[config.mk]
export PLATFORM = sky130hd
export DESIGN_NAME = fcp_host
export DESIGN_NICKNAME = d
export VERILOG_FILES = /design/src/rtl/fcp_pkg.sv /design/src/rtl/fcp_host.sv /design/src/rtl/fcp_regs.sv
export SDC_FILE = /design/constraint.sdc
export NUM_CORES = 1
export LEC_CHECK = 0
export BUFFER_PORTS_ARGS = -buffer_cell sky130_fd_sc_hd__buf_2
export CAP_MARGIN = 20
export CORE_UTILIZATION = 56
export DETAILED_ROUTE_END_ITERATION = 7
export GPL_TIMING_DRIVEN = 0
export PLACE_DENSITY = 0.83
export SYNTH_ARGS = -nofsm -noshare
export SYNTH_HDL_FRONTEND = slang
export SYNTH_SLANG_ARGS = --single-unit
[constraint.sdc]
create_clock -name i_clk -period 2.9 [get_ports i_clk]
set_input_delay 0.29 -clock i_clk [delete_from_list [all_inputs] [get_ports i_clk]]
set_output_delay 0.29 -clock i_clk [all_outputs]
set_load 0.1 [all_outputs]
[src/rtl/fcp_pkg.sv]
`default_nettype none
package fcp_pkg;

  // ----------------------------------------------------------------
  // Timing
  // ----------------------------------------------------------------
  localparam int CLK_NS      = 8;
  localparam int BLK_WIN_NS  = 96000;
  localparam int BLK_WIN_CYC = BLK_WIN_NS / CLK_NS;

  // ----------------------------------------------------------------
  // Register offsets and fields
  // ----------------------------------------------------------------
  localparam logic [7:0] OFF_CTRL = 8'h00;
  localparam logic [7:0] OFF_ADDR = 8'h04;
  localparam logic [7:0] OFF_DATA = 8'h08;
  localparam logic [7:0] OFF_STAT = 8'h0C;
  localparam logic [7:0] OFF_RDAT = 8'h10;
  localparam logic [7:0] OFF_SCFG = 8'h14;
  localparam int STAT_BUSY   = 0;
  localparam int STAT_ERR    = 1;
  localparam int STAT_WIN    = 2;
  localparam int STAT_FSB3   = 3;
  localparam int SCFG_EN     = 0;
  localparam int SCFG_LOW    = 1;
  localparam int SCFG_SEG    = 2;
  localparam int FSB_TO_BIT  = 3;
  localparam logic [2:0] SCFG_RST = 3'h6;
  localparam logic [1:0] RESP_OKAY   = 2'h0;
  localparam logic [1:0] RESP_SLVERR = 2'h2;

  // ----------------------------------------------------------------
  // Command addresses and data
  // ----------------------------------------------------------------
  localparam logic [13:0] CA_A      = 14'h2A54;
  localparam logic [13:0] CA_B      = 14'h15A8;
  localparam logic [1:0]  ODD_LOW   = 2'h2;
  localparam logic [15:0] D_UNLK1   = 16'h00A8;
  localparam logic [15:0] D_UNLK2   = 16'h0054;
  localparam logic [15:0] D_SETLK   = 16'h00C0;
  localparam logic [15:0] D_QUERY   = 16'h0090;
  localparam logic [15:0] D_BLKSUS1 = 16'h00C1;
  localparam logic [15:0] D_BLKSUS2 = 16'h00F0;
  localparam logic [15:0] D_RESUME  = 16'h0030;
  localparam logic [15:0] D_CODESUS = 16'hFFFF;
  localparam logic [15:0] D_CODERES = 16'hFFFB;

  typedef enum logic [3:0] {
    OP_NONE, OP_RESUME, OP_SETLOCK, OP_QUERY, OP_BLKSUSP,
    OP_CODESUSP, OP_CODERES, OP_BLKADD, OP_POLL
  } fcp_op_t;

endpackage : fcp_pkg
`default_nettype wire

[src/rtl/fcp_host.sv]
// How it works
// - Write 0030h anywhere resumes a suspended erase.
// - Extra block address only within 96 us.
// - Set-lock: A8, 54, C0, word at 4n-2.
// - Code unlock writes FFFFh from flash, absolute.
// - Code relock writes FFFBh from flash, absolute.
// - Command sequences come from outside the flash.
// - Command writes use register-indirect full addresses.
// - Software clears segmentation off bit.
// - Software far-jumps after enabling flash.
// - Software reloads page pointers after remapping.
`timescale 1ns/10ps
`default_nettype none
module fcp_host #(
  parameter int P_BLK_WIN_CYC = fcp_pkg::BLK_WIN_CYC
) (
  // Clock and reset
  input  wire logic        i_clk,
  input  wire logic        i_rst_n,
  // AXI4-Lite slave
  input  wire logic [7:0]  i_awaddr,
  input  wire logic        i_awvalid,
  output var  logic        o_awready,
  input  wire logic [31:0] i_wdata,
  input  wire logic [3:0]  i_wstrb,
  input  wire logic        i_wvalid,
  output var  logic        o_wready,
  output var  logic [1:0]  o_bresp,
  output var  logic        o_bvalid,
  input  wire logic        i_bready,
  input  wire logic [7:0]  i_araddr,
  input  wire logic        i_arvalid,
  output var  logic        o_arready,
  output var  logic [31:0] o_rdata,
  output var  logic [1:0]  o_rresp,
  output var  logic        o_rvalid,
  input  wire logic        i_rready,
  // Flash command interface
  output var  logic [23:0] o_fl_addr,
  output var  logic [15:0] o_fl_wdata,
  output var  logic        o_fl_we,
  output var  logic        o_fl_re,
  output var  logic        o_fl_from_flash,
  output var  logic        o_fl_absolute,
  input  wire logic [15:0] i_fl_rdata,
  // System configuration
  output var  logic        o_internal_flash_enable,
  output var  logic        o_low_window_move,
  output var  logic        o_segmentation_off
);
  import fcp_pkg::*;

  typedef enum logic [2:0] {
    S_IDLE, S_ISSUE, S_STROBE, S_CAP, S_GAP
  } fcp_state_t;

  fcp_state_t  state_r;
  fcp_op_t     op_r;
  fcp_op_t     op_w;
  logic        start_w;
  logic [23:0] base_w;
  logic [15:0] word_w;
  logic [2:0]  scfg_w;
  logic [23:0] st_addr [4];
  logic [15:0] st_data [4];
  logic [3:0]  st_rd;
  logic [1:0]  idx_r;
  logic [1:0]  last_r;
  logic        code_op_r;
  logic        busy_r;
  logic        err_r;
  logic [15:0] rd_r;
  logic [15:0] win_cnt_r;
  logic        win_exp;
  logic        acc;
  logic        go_ok;

  function automatic logic [23:0] fn_cmd(input logic [23:0] base,
                                         input logic [13:0] off);
    return {base[23:14], off};
  endfunction : fn_cmd

  assign win_exp = win_cnt_r >= 16'(P_BLK_WIN_CYC);
  assign acc     = start_w && !busy_r && state_r == S_IDLE;
  assign go_ok   = op_w != OP_NONE && 4'(op_w) <= 4'(OP_POLL)
                   && !(op_w == OP_BLKADD && win_exp);

  // ----------------------------------------------------------------
  // Register front end
  // ----------------------------------------------------------------
  fcp_regs u_regs (
    .i_clk     (i_clk),
    .i_rst_n   (i_rst_n),
    .i_awaddr  (i_awaddr),
    .i_awvalid (i_awvalid),
    .o_awready (o_awready),
    .i_wdata   (i_wdata),
    .i_wstrb   (i_wstrb),
    .i_wvalid  (i_wvalid),
    .o_wready  (o_wready),
    .o_bresp   (o_bresp),
    .o_bvalid  (o_bvalid),
    .i_bready  (i_bready),
    .i_araddr  (i_araddr),
    .i_arvalid (i_arvalid),
    .o_arready (o_arready),
    .o_rdata   (o_rdata),
    .o_rresp   (o_rresp),
    .o_rvalid  (o_rvalid),
    .i_rready  (i_rready),
    .o_start   (start_w),
    .o_op      (op_w),
    .o_base    (base_w),
    .o_word    (word_w),
    .o_scfg    (scfg_w),
    .i_busy    (busy_r),
    .i_err     (err_r),
    .i_win     (win_exp),
    .i_rdat    (rd_r)
  );

  always_ff @(posedge i_clk) begin
    if (!i_rst_n) begin
      o_internal_flash_enable <= SCFG_RST[SCFG_EN];
      o_low_window_move       <= SCFG_RST[SCFG_LOW];
      o_segmentation_off      <= SCFG_RST[SCFG_SEG];
    end else begin
      o_internal_flash_enable <= scfg_w[SCFG_EN];
      o_low_window_move       <= scfg_w[SCFG_LOW];
      o_segmentation_off      <= scfg_w[SCFG_SEG];
    end
  end

  // ----------------------------------------------------------------
  // Command table
  // ----------------------------------------------------------------
  always_ff @(posedge i_clk) begin
    if (!i_rst_n) begin
      op_r      <= OP_NONE;
      st_rd     <= 4'h0;
      last_r    <= 2'h0;
      code_op_r <= 1'b0;
    end else if (acc) begin
      op_r       <= op_w;
      st_rd      <= 4'h0;
      code_op_r  <= 1'b0;
      last_r     <= 2'h3;
      st_addr[0] <= fn_cmd(base_w, CA_A);
      st_data[0] <= D_UNLK1;
      st_addr[1] <= fn_cmd(base_w, CA_B);
      st_data[1] <= D_UNLK2;
      st_addr[2] <= fn_cmd(base_w, CA_A);
      st_data[2] <= D_SETLK;
      st_addr[3] <= {base_w[23:2], ODD_LOW};
      st_data[3] <= word_w;
      unique case (op_w)
        OP_SETLOCK: st_data[2] <= D_SETLK;
        OP_QUERY: begin
          st_data[2] <= D_QUERY;
          st_rd      <= 4'h8;
        end
        OP_BLKSUSP: begin
          st_data[2] <= D_BLKSUS1;
          st_addr[3] <= base_w;
          st_data[3] <= D_BLKSUS2;
        end
        OP_RESUME, OP_BLKADD: begin
          st_addr[0] <= base_w;
          st_data[0] <= D_RESUME;
          last_r     <= 2'h0;
        end
        OP_CODESUSP, OP_CODERES: begin
          st_addr[0] <= base_w;
          st_data[0] <= (op_w == OP_CODESUSP) ? D_CODESUS : D_CODERES;
          code_op_r  <= 1'b1;
          last_r     <= 2'h0;
        end
        OP_POLL: begin
          st_addr[0] <= base_w;
          st_rd      <= 4'h1;
          last_r     <= 2'h0;
        end
        default: last_r <= 2'h0;
      endcase
    end
  end

  // ----------------------------------------------------------------
  // Cycle sequencer
  // ----------------------------------------------------------------
  always_ff @(posedge i_clk) begin
    if (!i_rst_n) begin
      state_r         <= S_IDLE;
      idx_r           <= 2'h0;
      busy_r          <= 1'b0;
      err_r           <= 1'b0;
      o_fl_we         <= 1'b0;
      o_fl_re         <= 1'b0;
      o_fl_addr       <= 24'h00_0000;
      o_fl_wdata      <= 16'h0000;
      o_fl_from_flash <= 1'b0;
      o_fl_absolute   <= 1'b0;
    end else begin
      o_fl_we <= 1'b0;
      o_fl_re <= 1'b0;
      unique case (state_r)
        S_IDLE: begin
          if (acc) begin
            err_r  <= !go_ok;
            busy_r <= go_ok;
            idx_r  <= 2'h0;
            if (go_ok) begin
              state_r <= S_ISSUE;
            end
          end
        end
        S_ISSUE: begin
          o_fl_addr       <= st_addr[idx_r];
          o_fl_wdata      <= st_data[idx_r];
          o_fl_we         <= !st_rd[idx_r];
          o_fl_re         <= st_rd[idx_r];
          o_fl_from_flash <= code_op_r;
          o_fl_absolute   <= code_op_r;
          state_r         <= S_STROBE;
        end
        S_STROBE: state_r <= st_rd[idx_r] ? S_CAP : S_GAP;
        S_CAP: state_r <= S_GAP;
        S_GAP: begin
          if (idx_r == last_r) begin
            state_r         <= S_IDLE;
            busy_r          <= 1'b0;
            o_fl_from_flash <= 1'b0;
            o_fl_absolute   <= 1'b0;
          end else begin
            idx_r   <= idx_r + 2'h1;
            state_r <= S_ISSUE;
          end
        end
        default: state_r <= S_IDLE;
      endcase
    end
  end

  // ----------------------------------------------------------------
  // Read capture and block-address window
  // ----------------------------------------------------------------
  always_ff @(posedge i_clk) begin
    if (!i_rst_n) begin
      rd_r <= 16'h0000;
    end else if (state_r == S_CAP) begin
      rd_r <= i_fl_rdata;
    end
  end

  always_ff @(posedge i_clk) begin
    if (!i_rst_n) begin
      win_cnt_r <= 16'(P_BLK_WIN_CYC);
    end else if (o_fl_we) begin
      win_cnt_r <= 16'h0000;
    end else if (!win_exp) begin
      win_cnt_r <= win_cnt_r + 16'h0001;
    end
  end
endmodule : fcp_host
`default_nettype wire

[src/rtl/fcp_regs.sv]
`timescale 1ns/10ps
`default_nettype none
module fcp_regs (
  // Clock and reset
  input  wire logic             i_clk,
  input  wire logic             i_rst_n,
  // AXI4-Lite slave
  input  wire logic [7:0]       i_awaddr,
  input  wire logic             i_awvalid,
  output var  logic             o_awready,
  input  wire logic [31:0]      i_wdata,
  input  wire logic [3:0]       i_wstrb,
  input  wire logic             i_wvalid,
  output var  logic             o_wready,
  output var  logic [1:0]       o_bresp,
  output var  logic             o_bvalid,
  input  wire logic             i_bready,
  input  wire logic [7:0]       i_araddr,
  input  wire logic             i_arvalid,
  output var  logic             o_arready,
  output var  logic [31:0]      o_rdata,
  output var  logic [1:0]       o_rresp,
  output var  logic             o_rvalid,
  input  wire logic             i_rready,
  // Orders to the sequencer
  output var  logic             o_start,
  output var  fcp_pkg::fcp_op_t o_op,
  output var  logic [23:0]      o_base,
  output var  logic [15:0]      o_word,
  output var  logic [2:0]       o_scfg,
  // Status from the sequencer
  input  wire logic             i_busy,
  input  wire logic             i_err,
  input  wire logic             i_win,
  input  wire logic [15:0]      i_rdat
);
  import fcp_pkg::*;

  logic [7:0]  awaddr_r;
  logic [31:0] wdata_r;
  logic [3:0]  wstrb_r;
  logic [7:0]  wa;
  logic        wr_go;

  function automatic logic [31:0] fn_merge(input logic [31:0] old,
                                           input logic [31:0] nw,
                                           input logic [3:0]  strb);
    logic [31:0] res;
    res = old;
    for (int i = 0; i < 4; i++) begin
      if (strb[i]) begin
        res[i*8 +: 8] = nw[i*8 +: 8];
      end
    end
    return res;
  endfunction : fn_merge

  assign wa    = {awaddr_r[7:2], 2'h0};
  assign wr_go = !o_awready && !o_wready && !o_bvalid;

  // ----------------------------------------------------------------
  // Write channels
  // ----------------------------------------------------------------
  always_ff @(posedge i_clk) begin
    if (!i_rst_n) begin
      o_awready <= 1'b1;
      o_wready  <= 1'b1;
      o_bvalid  <= 1'b0;
      o_bresp   <= RESP_OKAY;
      awaddr_r  <= 8'h00;
      wdata_r   <= 32'h0000_0000;
      wstrb_r   <= 4'h0;
    end else begin
      if (i_awvalid && o_awready) begin
        awaddr_r  <= i_awaddr;
        o_awready <= 1'b0;
      end
      if (i_wvalid && o_wready) begin
        wdata_r  <= i_wdata;
        wstrb_r  <= i_wstrb;
        o_wready <= 1'b0;
      end
      if (wr_go) begin
        o_bvalid <= 1'b1;
        o_bresp  <= (wa > OFF_SCFG) ? RESP_SLVERR : RESP_OKAY;
      end
      if (o_bvalid && i_bready) begin
        o_bvalid  <= 1'b0;
        o_awready <= 1'b1;
        o_wready  <= 1'b1;
      end
    end
  end

  // ----------------------------------------------------------------
  // Register store
  // ----------------------------------------------------------------
  always_ff @(posedge i_clk) begin
    if (!i_rst_n) begin
      o_start <= 1'b0;
      o_op    <= OP_NONE;
      o_base  <= 24'h00_0000;
      o_word  <= 16'hFFFF;
      o_scfg  <= SCFG_RST;
    end else begin
      o_start <= 1'b0;
      if (wr_go) begin
        if (wa == OFF_CTRL && wstrb_r[0] && !i_busy) begin
          o_op    <= fcp_op_t'(wdata_r[3:0]);
          o_start <= 1'b1;
        end
        if (wa == OFF_ADDR) begin
          o_base <= 24'(fn_merge({8'h00, o_base}, wdata_r, wstrb_r));
        end
        if (wa == OFF_DATA) begin
          o_word <= 16'(fn_merge({16'h0000, o_word}, wdata_r, wstrb_r));
        end
        if (wa == OFF_SCFG) begin
          o_scfg <= 3'(fn_merge({29'h0, o_scfg}, wdata_r, wstrb_r));
        end
      end
    end
  end

  // ----------------------------------------------------------------
  // Read channels
  // ----------------------------------------------------------------
  always_ff @(posedge i_clk) begin
    if (!i_rst_n) begin
      o_arready <= 1'b1;
      o_rvalid  <= 1'b0;
      o_rdata   <= 32'h0000_0000;
      o_rresp   <= RESP_OKAY;
    end else if (i_arvalid && o_arready) begin
      o_arready <= 1'b0;
      o_rvalid  <= 1'b1;
      o_rresp   <= RESP_OKAY;
      unique case ({i_araddr[7:2], 2'h0})
        OFF_CTRL: o_rdata <= {28'h0, 4'(o_op)};
        OFF_ADDR: o_rdata <= {8'h00, o_base};
        OFF_DATA: o_rdata <= {16'h0000, o_word};
        OFF_STAT: o_rdata <= {28'h0, i_rdat[FSB_TO_BIT], i_win, i_err,
                              i_busy};
        OFF_RDAT: o_rdata <= {16'h0000, i_rdat};
        OFF_SCFG: o_rdata <= {29'h0, o_scfg};
        default: begin
          o_rdata <= 32'h0000_0000;
          o_rresp <= RESP_SLVERR;
        end
      endcase
    end else if (o_rvalid && i_rready) begin
      o_rvalid  <= 1'b0;
      o_arready <= 1'b1;
    end
  end

endmodule : fcp_regs
`default_nettype wire

==> results.sh <==
export IMPL_r2r_end="st_addr[0][9]$_SDFFCE_PN1P_"
export IMPL_min_period_over_period_pct=85.1
export IMPL_placementRows=49
export IMPL_wirelength_um=28300
export IMPL_clock_latency_ns=0.54
export IMPL_cts_tree="yes"
export IMPL_end_kind="register"
export IMPL_setup_viol=0
export IMPL_status="finished clean"
export IMPL_finalClockSkew_ns=0.0321
export IMPL_ant_nets=0
export IMPL_worstSetupPathType="register to register"
export IMPL_hp_start="i_wdata[9]"
export IMPL_core_mm2=0.0180
export IMPL_firstDrtPassIters=7
export IMPL_grt_setup_unrepaired="false"
export IMPL_grt_util_all_layers_pct=30.0
export IMPL_cts_sinks=262
export IMPL_netlist_top_cells_count="dfxtp_1, nand2_1, a21oi_1, o21ai_0, nor2_1"
export IMPL_synth_most_common_cell="dfxtp_1"
export IMPL_r2r_start="u_regs.o_op[3]$_SDFFE_PN0P_"
export IMPL_placed_cells=1453
export IMPL_place_congestion=0.905
export IMPL_yosys_warnings=0
export IMPL_final_nets=1347
export IMPL_worst_slew_pin_slew_ns=0.864
export IMPL_wl_per_cell_um=18.6
export IMPL_yosysSeqAreaShare_pct=56.6
export IMPL_path_cells="buf_2, or3b_2, and3b_1, a211oi_1, clkbuf_1, nand2b_1"
export IMPL_final_hold_violation_count=0
export IMPL_synth_edff_count=58
export IMPL_start_util_pct=57.3
export IMPL_whs_ns=0.00586
export IMPL_die_y_um=138
export IMPL_final_max_slew_viol_count=0
export IMPL_grt_first_pass_wirelength_um=43300
export IMPL_power_density_mw_per_mm2=616
export IMPL_cts_buffer_depth=3
export IMPL_grt_max_degree=33
export IMPL_syn_area_mm2=0.0103
export IMPL_holdPathEnd="u_regs.wdata_r[9]$_SDFFE_PN0P_"
export IMPL_die_w_um=138
export IMPL_p_seq_share_pct=49.6
export IMPL_fin_crit_ns=2.47
export IMPL_critPathArrivalTime_ns=2.72
export IMPL_synth_area_leaders="dfxtp_1, edfxtp_1, nand2_1, a21oi_1, mux2i_1"
export IMPL_cts_clk_slew_worst_paths_ns=0.06
export IMPL_cts_htree_levels=1
export IMPL_ys_ff_latch=262
export IMPL_layout_area_overhead_vs_synth_pct=20.4
export IMPL_required_ns=3.16
export IMPL_slowest_stage="a211oi_1"
export IMPL_max_cap_violations=0
export IMPL_via_count=8947
export IMPL_yosysTopAreaCell="dfxtp_1"
export IMPL_max_freq_mhz=405
export IMPL_portBuffers=138
export IMPL_reg2reg_slack_ns=0.43
export IMPL_critPathLaunchType="register"
export IMPL_final_core_util_pct=68.9
export IMPL_fillCellCount=1374
export IMPL_holdCritPathClass="primary input to register"
export IMPL_hpwl_um=19800
export IMPL_first_global_vias=8232
export IMPL_io_pins=163
export IMPL_drive_gt1_share_pct=16.7
export IMPL_cellInternalPower_uw=5890
export IMPL_p_sw_share_pct=22.8
export IMPL_slew_headroom_pct=42.0
export IMPL_cts_root_buf="clkbuf_16"
export IMPL_grt_ovfl_total=0
export IMPL_p_sw_uw=1740
export IMPL_comb_power_share_pct=5.5
export IMPL_die_area_mm2=0.0189
export IMPL_syn_inst=1076
export IMPL_p_clk_share_pct=44.9
export IMPL_drt_iter0_markers=801
export IMPL_numCtsBuffers=26
export IMPL_layoutNonFillerInstCount=1520
export IMPL_reg2reg_depth=6
export IMPL_synth_cell_types=64
export IMPL_syn_mean_instance_area_um2=9.56
export IMPL_p_leak_uw=0.00488
export IMPL_drc=0
export IMPL_routed_via_density=5.89
export IMPL_min_path_cells=3
export IMPL_synthArstFlopShare_pct=0
export IMPL_slowest_delay_ns=0.54
export IMPL_ys_flop_type="dfxtp_1"
export IMPL_critPathMaxFanout=10
export IMPL_vdd_drop_max_uv=473
export IMPL_antenna_found_initial=2
export IMPL_yosys_area_top_type_share_pct=39.7
==> logic make-up (layout without fill, tap and decap cells) <==
| family | after synthesis | after routing | share of synthesized area (%) |
|---|---|---|---|
| mux | 52 | 52 | 5.36 |
| flops | 262 | 262 | 56.6 |
| xor+xnor | 8 | 8 | 0.681 |
| compound gates | 264 | 264 | 14.9 |
| buf+inv | 107 | 312 | 4.50 |
| simple gates | 380 | 380 | 17.6 |
| fa+ha+maj | 2 | 2 | 0.243 |
| other cells | 1 | 11 | 0.0365 |
==> metal layers <==
| metal | vias to the layer above | global-route usage [%] | share of wire [%] |
|---|---|---|---|
| met4 | 2 | 13.7 | 4.5 |
| met1 | 4180 | 38.4 | 38 |
| met3 | 97 | 6.88 | 11 |
| met2 | 538 | 48.3 | 46 |
| li1 | 4130 | - | - |
| met5 | - | 0 | 0.046 |
==> through the flow <==
stage / power, uW / setup TNS [ns] / instance area, um^2 / setup slack [ns]
global placement: 4250 / -14.80 / 11300 / -0.261
floorplan: 4130 / 0 / 10300 / 0.272
global route: 7820 / 0 / 12400 / 0.283
CTS: 7630 / 0 / 12400 / 0.473
finish: 7640 / 0 / 12400 / 0.433
detailed placement: 4260 / 0 / 11300 / 0.414
==> worst max-delay path: cells and delay by family, from the launching register on <==
kind	cells	cell delay, ns
and+or+nand+nor	3	0.74
buffers and inverters	2	0.60
DFF	1	0.32
AOI/OAI and AO/OA	1	0.54
==> cell type report <==
class                   count  area [um^2]  area share, %
multi-input cells         716         4030           32.5
inverters                  25         93.8          0.758
plain buffers              82          369           2.98
clock buffers              41          820           6.62
repair buffers            157          891           7.19
well taps                 229          287           2.31
diodes                      1         2.50         0.0202
clock inverters             7         66.3          0.535
flip-flops and latches    262         5830           47.0
==> placed cells by master (no fill, tap or decap), types with 10 or more instances in the layout <==
| cell type | instances |
|---|---|
| dlygate4sd3_1 | 18 |
| dfxtp_1 | 204 |
| clkbuf_1 | 64 |
| nand3_1 | 24 |
| edfxtp_1 | 58 |
| nor3_1 | 13 |
| o21ai_0 | 81 |
| nand2b_1 | 22 |
| buf_2 | 142 |
| nor2_1 | 59 |
| nand2_1 | 177 |
| clkbuf_16 | 28 |
| o311ai_0 | 10 |
| nor2b_1 | 10 |
| a31oi_1 | 11 |
| mux2i_1 | 45 |
| conb_1 | 10 |
| a22oi_1 | 25 |
| inv_1 | 24 |
| buf_4 | 11 |
| a21oi_1 | 107 |
| and2_1 | 25 |
==> worst max path at each step <==
stage,startpoint,to,slack (ns),cells after the start
global placement,busy_r$_SDFFE_PN0P_,st_addr[3][19]$_DFFE_PP_,-0.26,4
finish,u_regs.o_op[3]$_SDFFE_PN0P_,st_addr[0][9]$_SDFFCE_PN1P_,0.43,6
CTS,u_regs.o_op[3]$_SDFFE_PN0P_,st_addr[0][9]$_SDFFCE_PN1P_,0.47,6
floorplan,busy_r$_SDFFE_PN0P_,st_addr[0][0]$_SDFFCE_PN0P_,0.27,4
global route,u_regs.awaddr_r[5]$_SDFFE_PN0P_,u_regs.o_op[1]$_SDFFE_PN0P_,0.28,4
detailed placement,i_araddr[5],u_regs.o_rdata[7]$_SDFFE_PN0P_,0.41,6
==> state kept, by name (all words and copies together) (netlist names), 2 cells and up <==
register / cells
st_addr: 38
rd_r: 16
u_regs.o_word: 16
win_cnt_r: 16
u_regs.o_scfg: 3
u_regs.o_op: 4
st_data: 23
u_regs.wdata_r: 24
o_fl_addr: 24
idx_r: 2
st_rd: 2
u_regs.awaddr_r: 6
u_regs.wstrb_r: 3
state_r: 3
u_regs.o_base: 24
o_fl_wdata: 16
u_regs.o_rdata: 24
==> power groups by stage <==
stage               Clock, uW  Combinational (uW)  Sequential (uW)
floorplan                   0                 211             3920
global placement            0                 390             3860
detailed placement          0                 394             3860
CTS                      3430                 414             3780
global route             3580                 451             3790
finish                   3430                 423             3780
==> repair_timing <==
action,in CTS,in global routing
resized for setup,0,0
setup buffers,0,0
hold buffers,17,1
endpoints found under the hold margin,17,1
(Power assumes the default switching activity.)
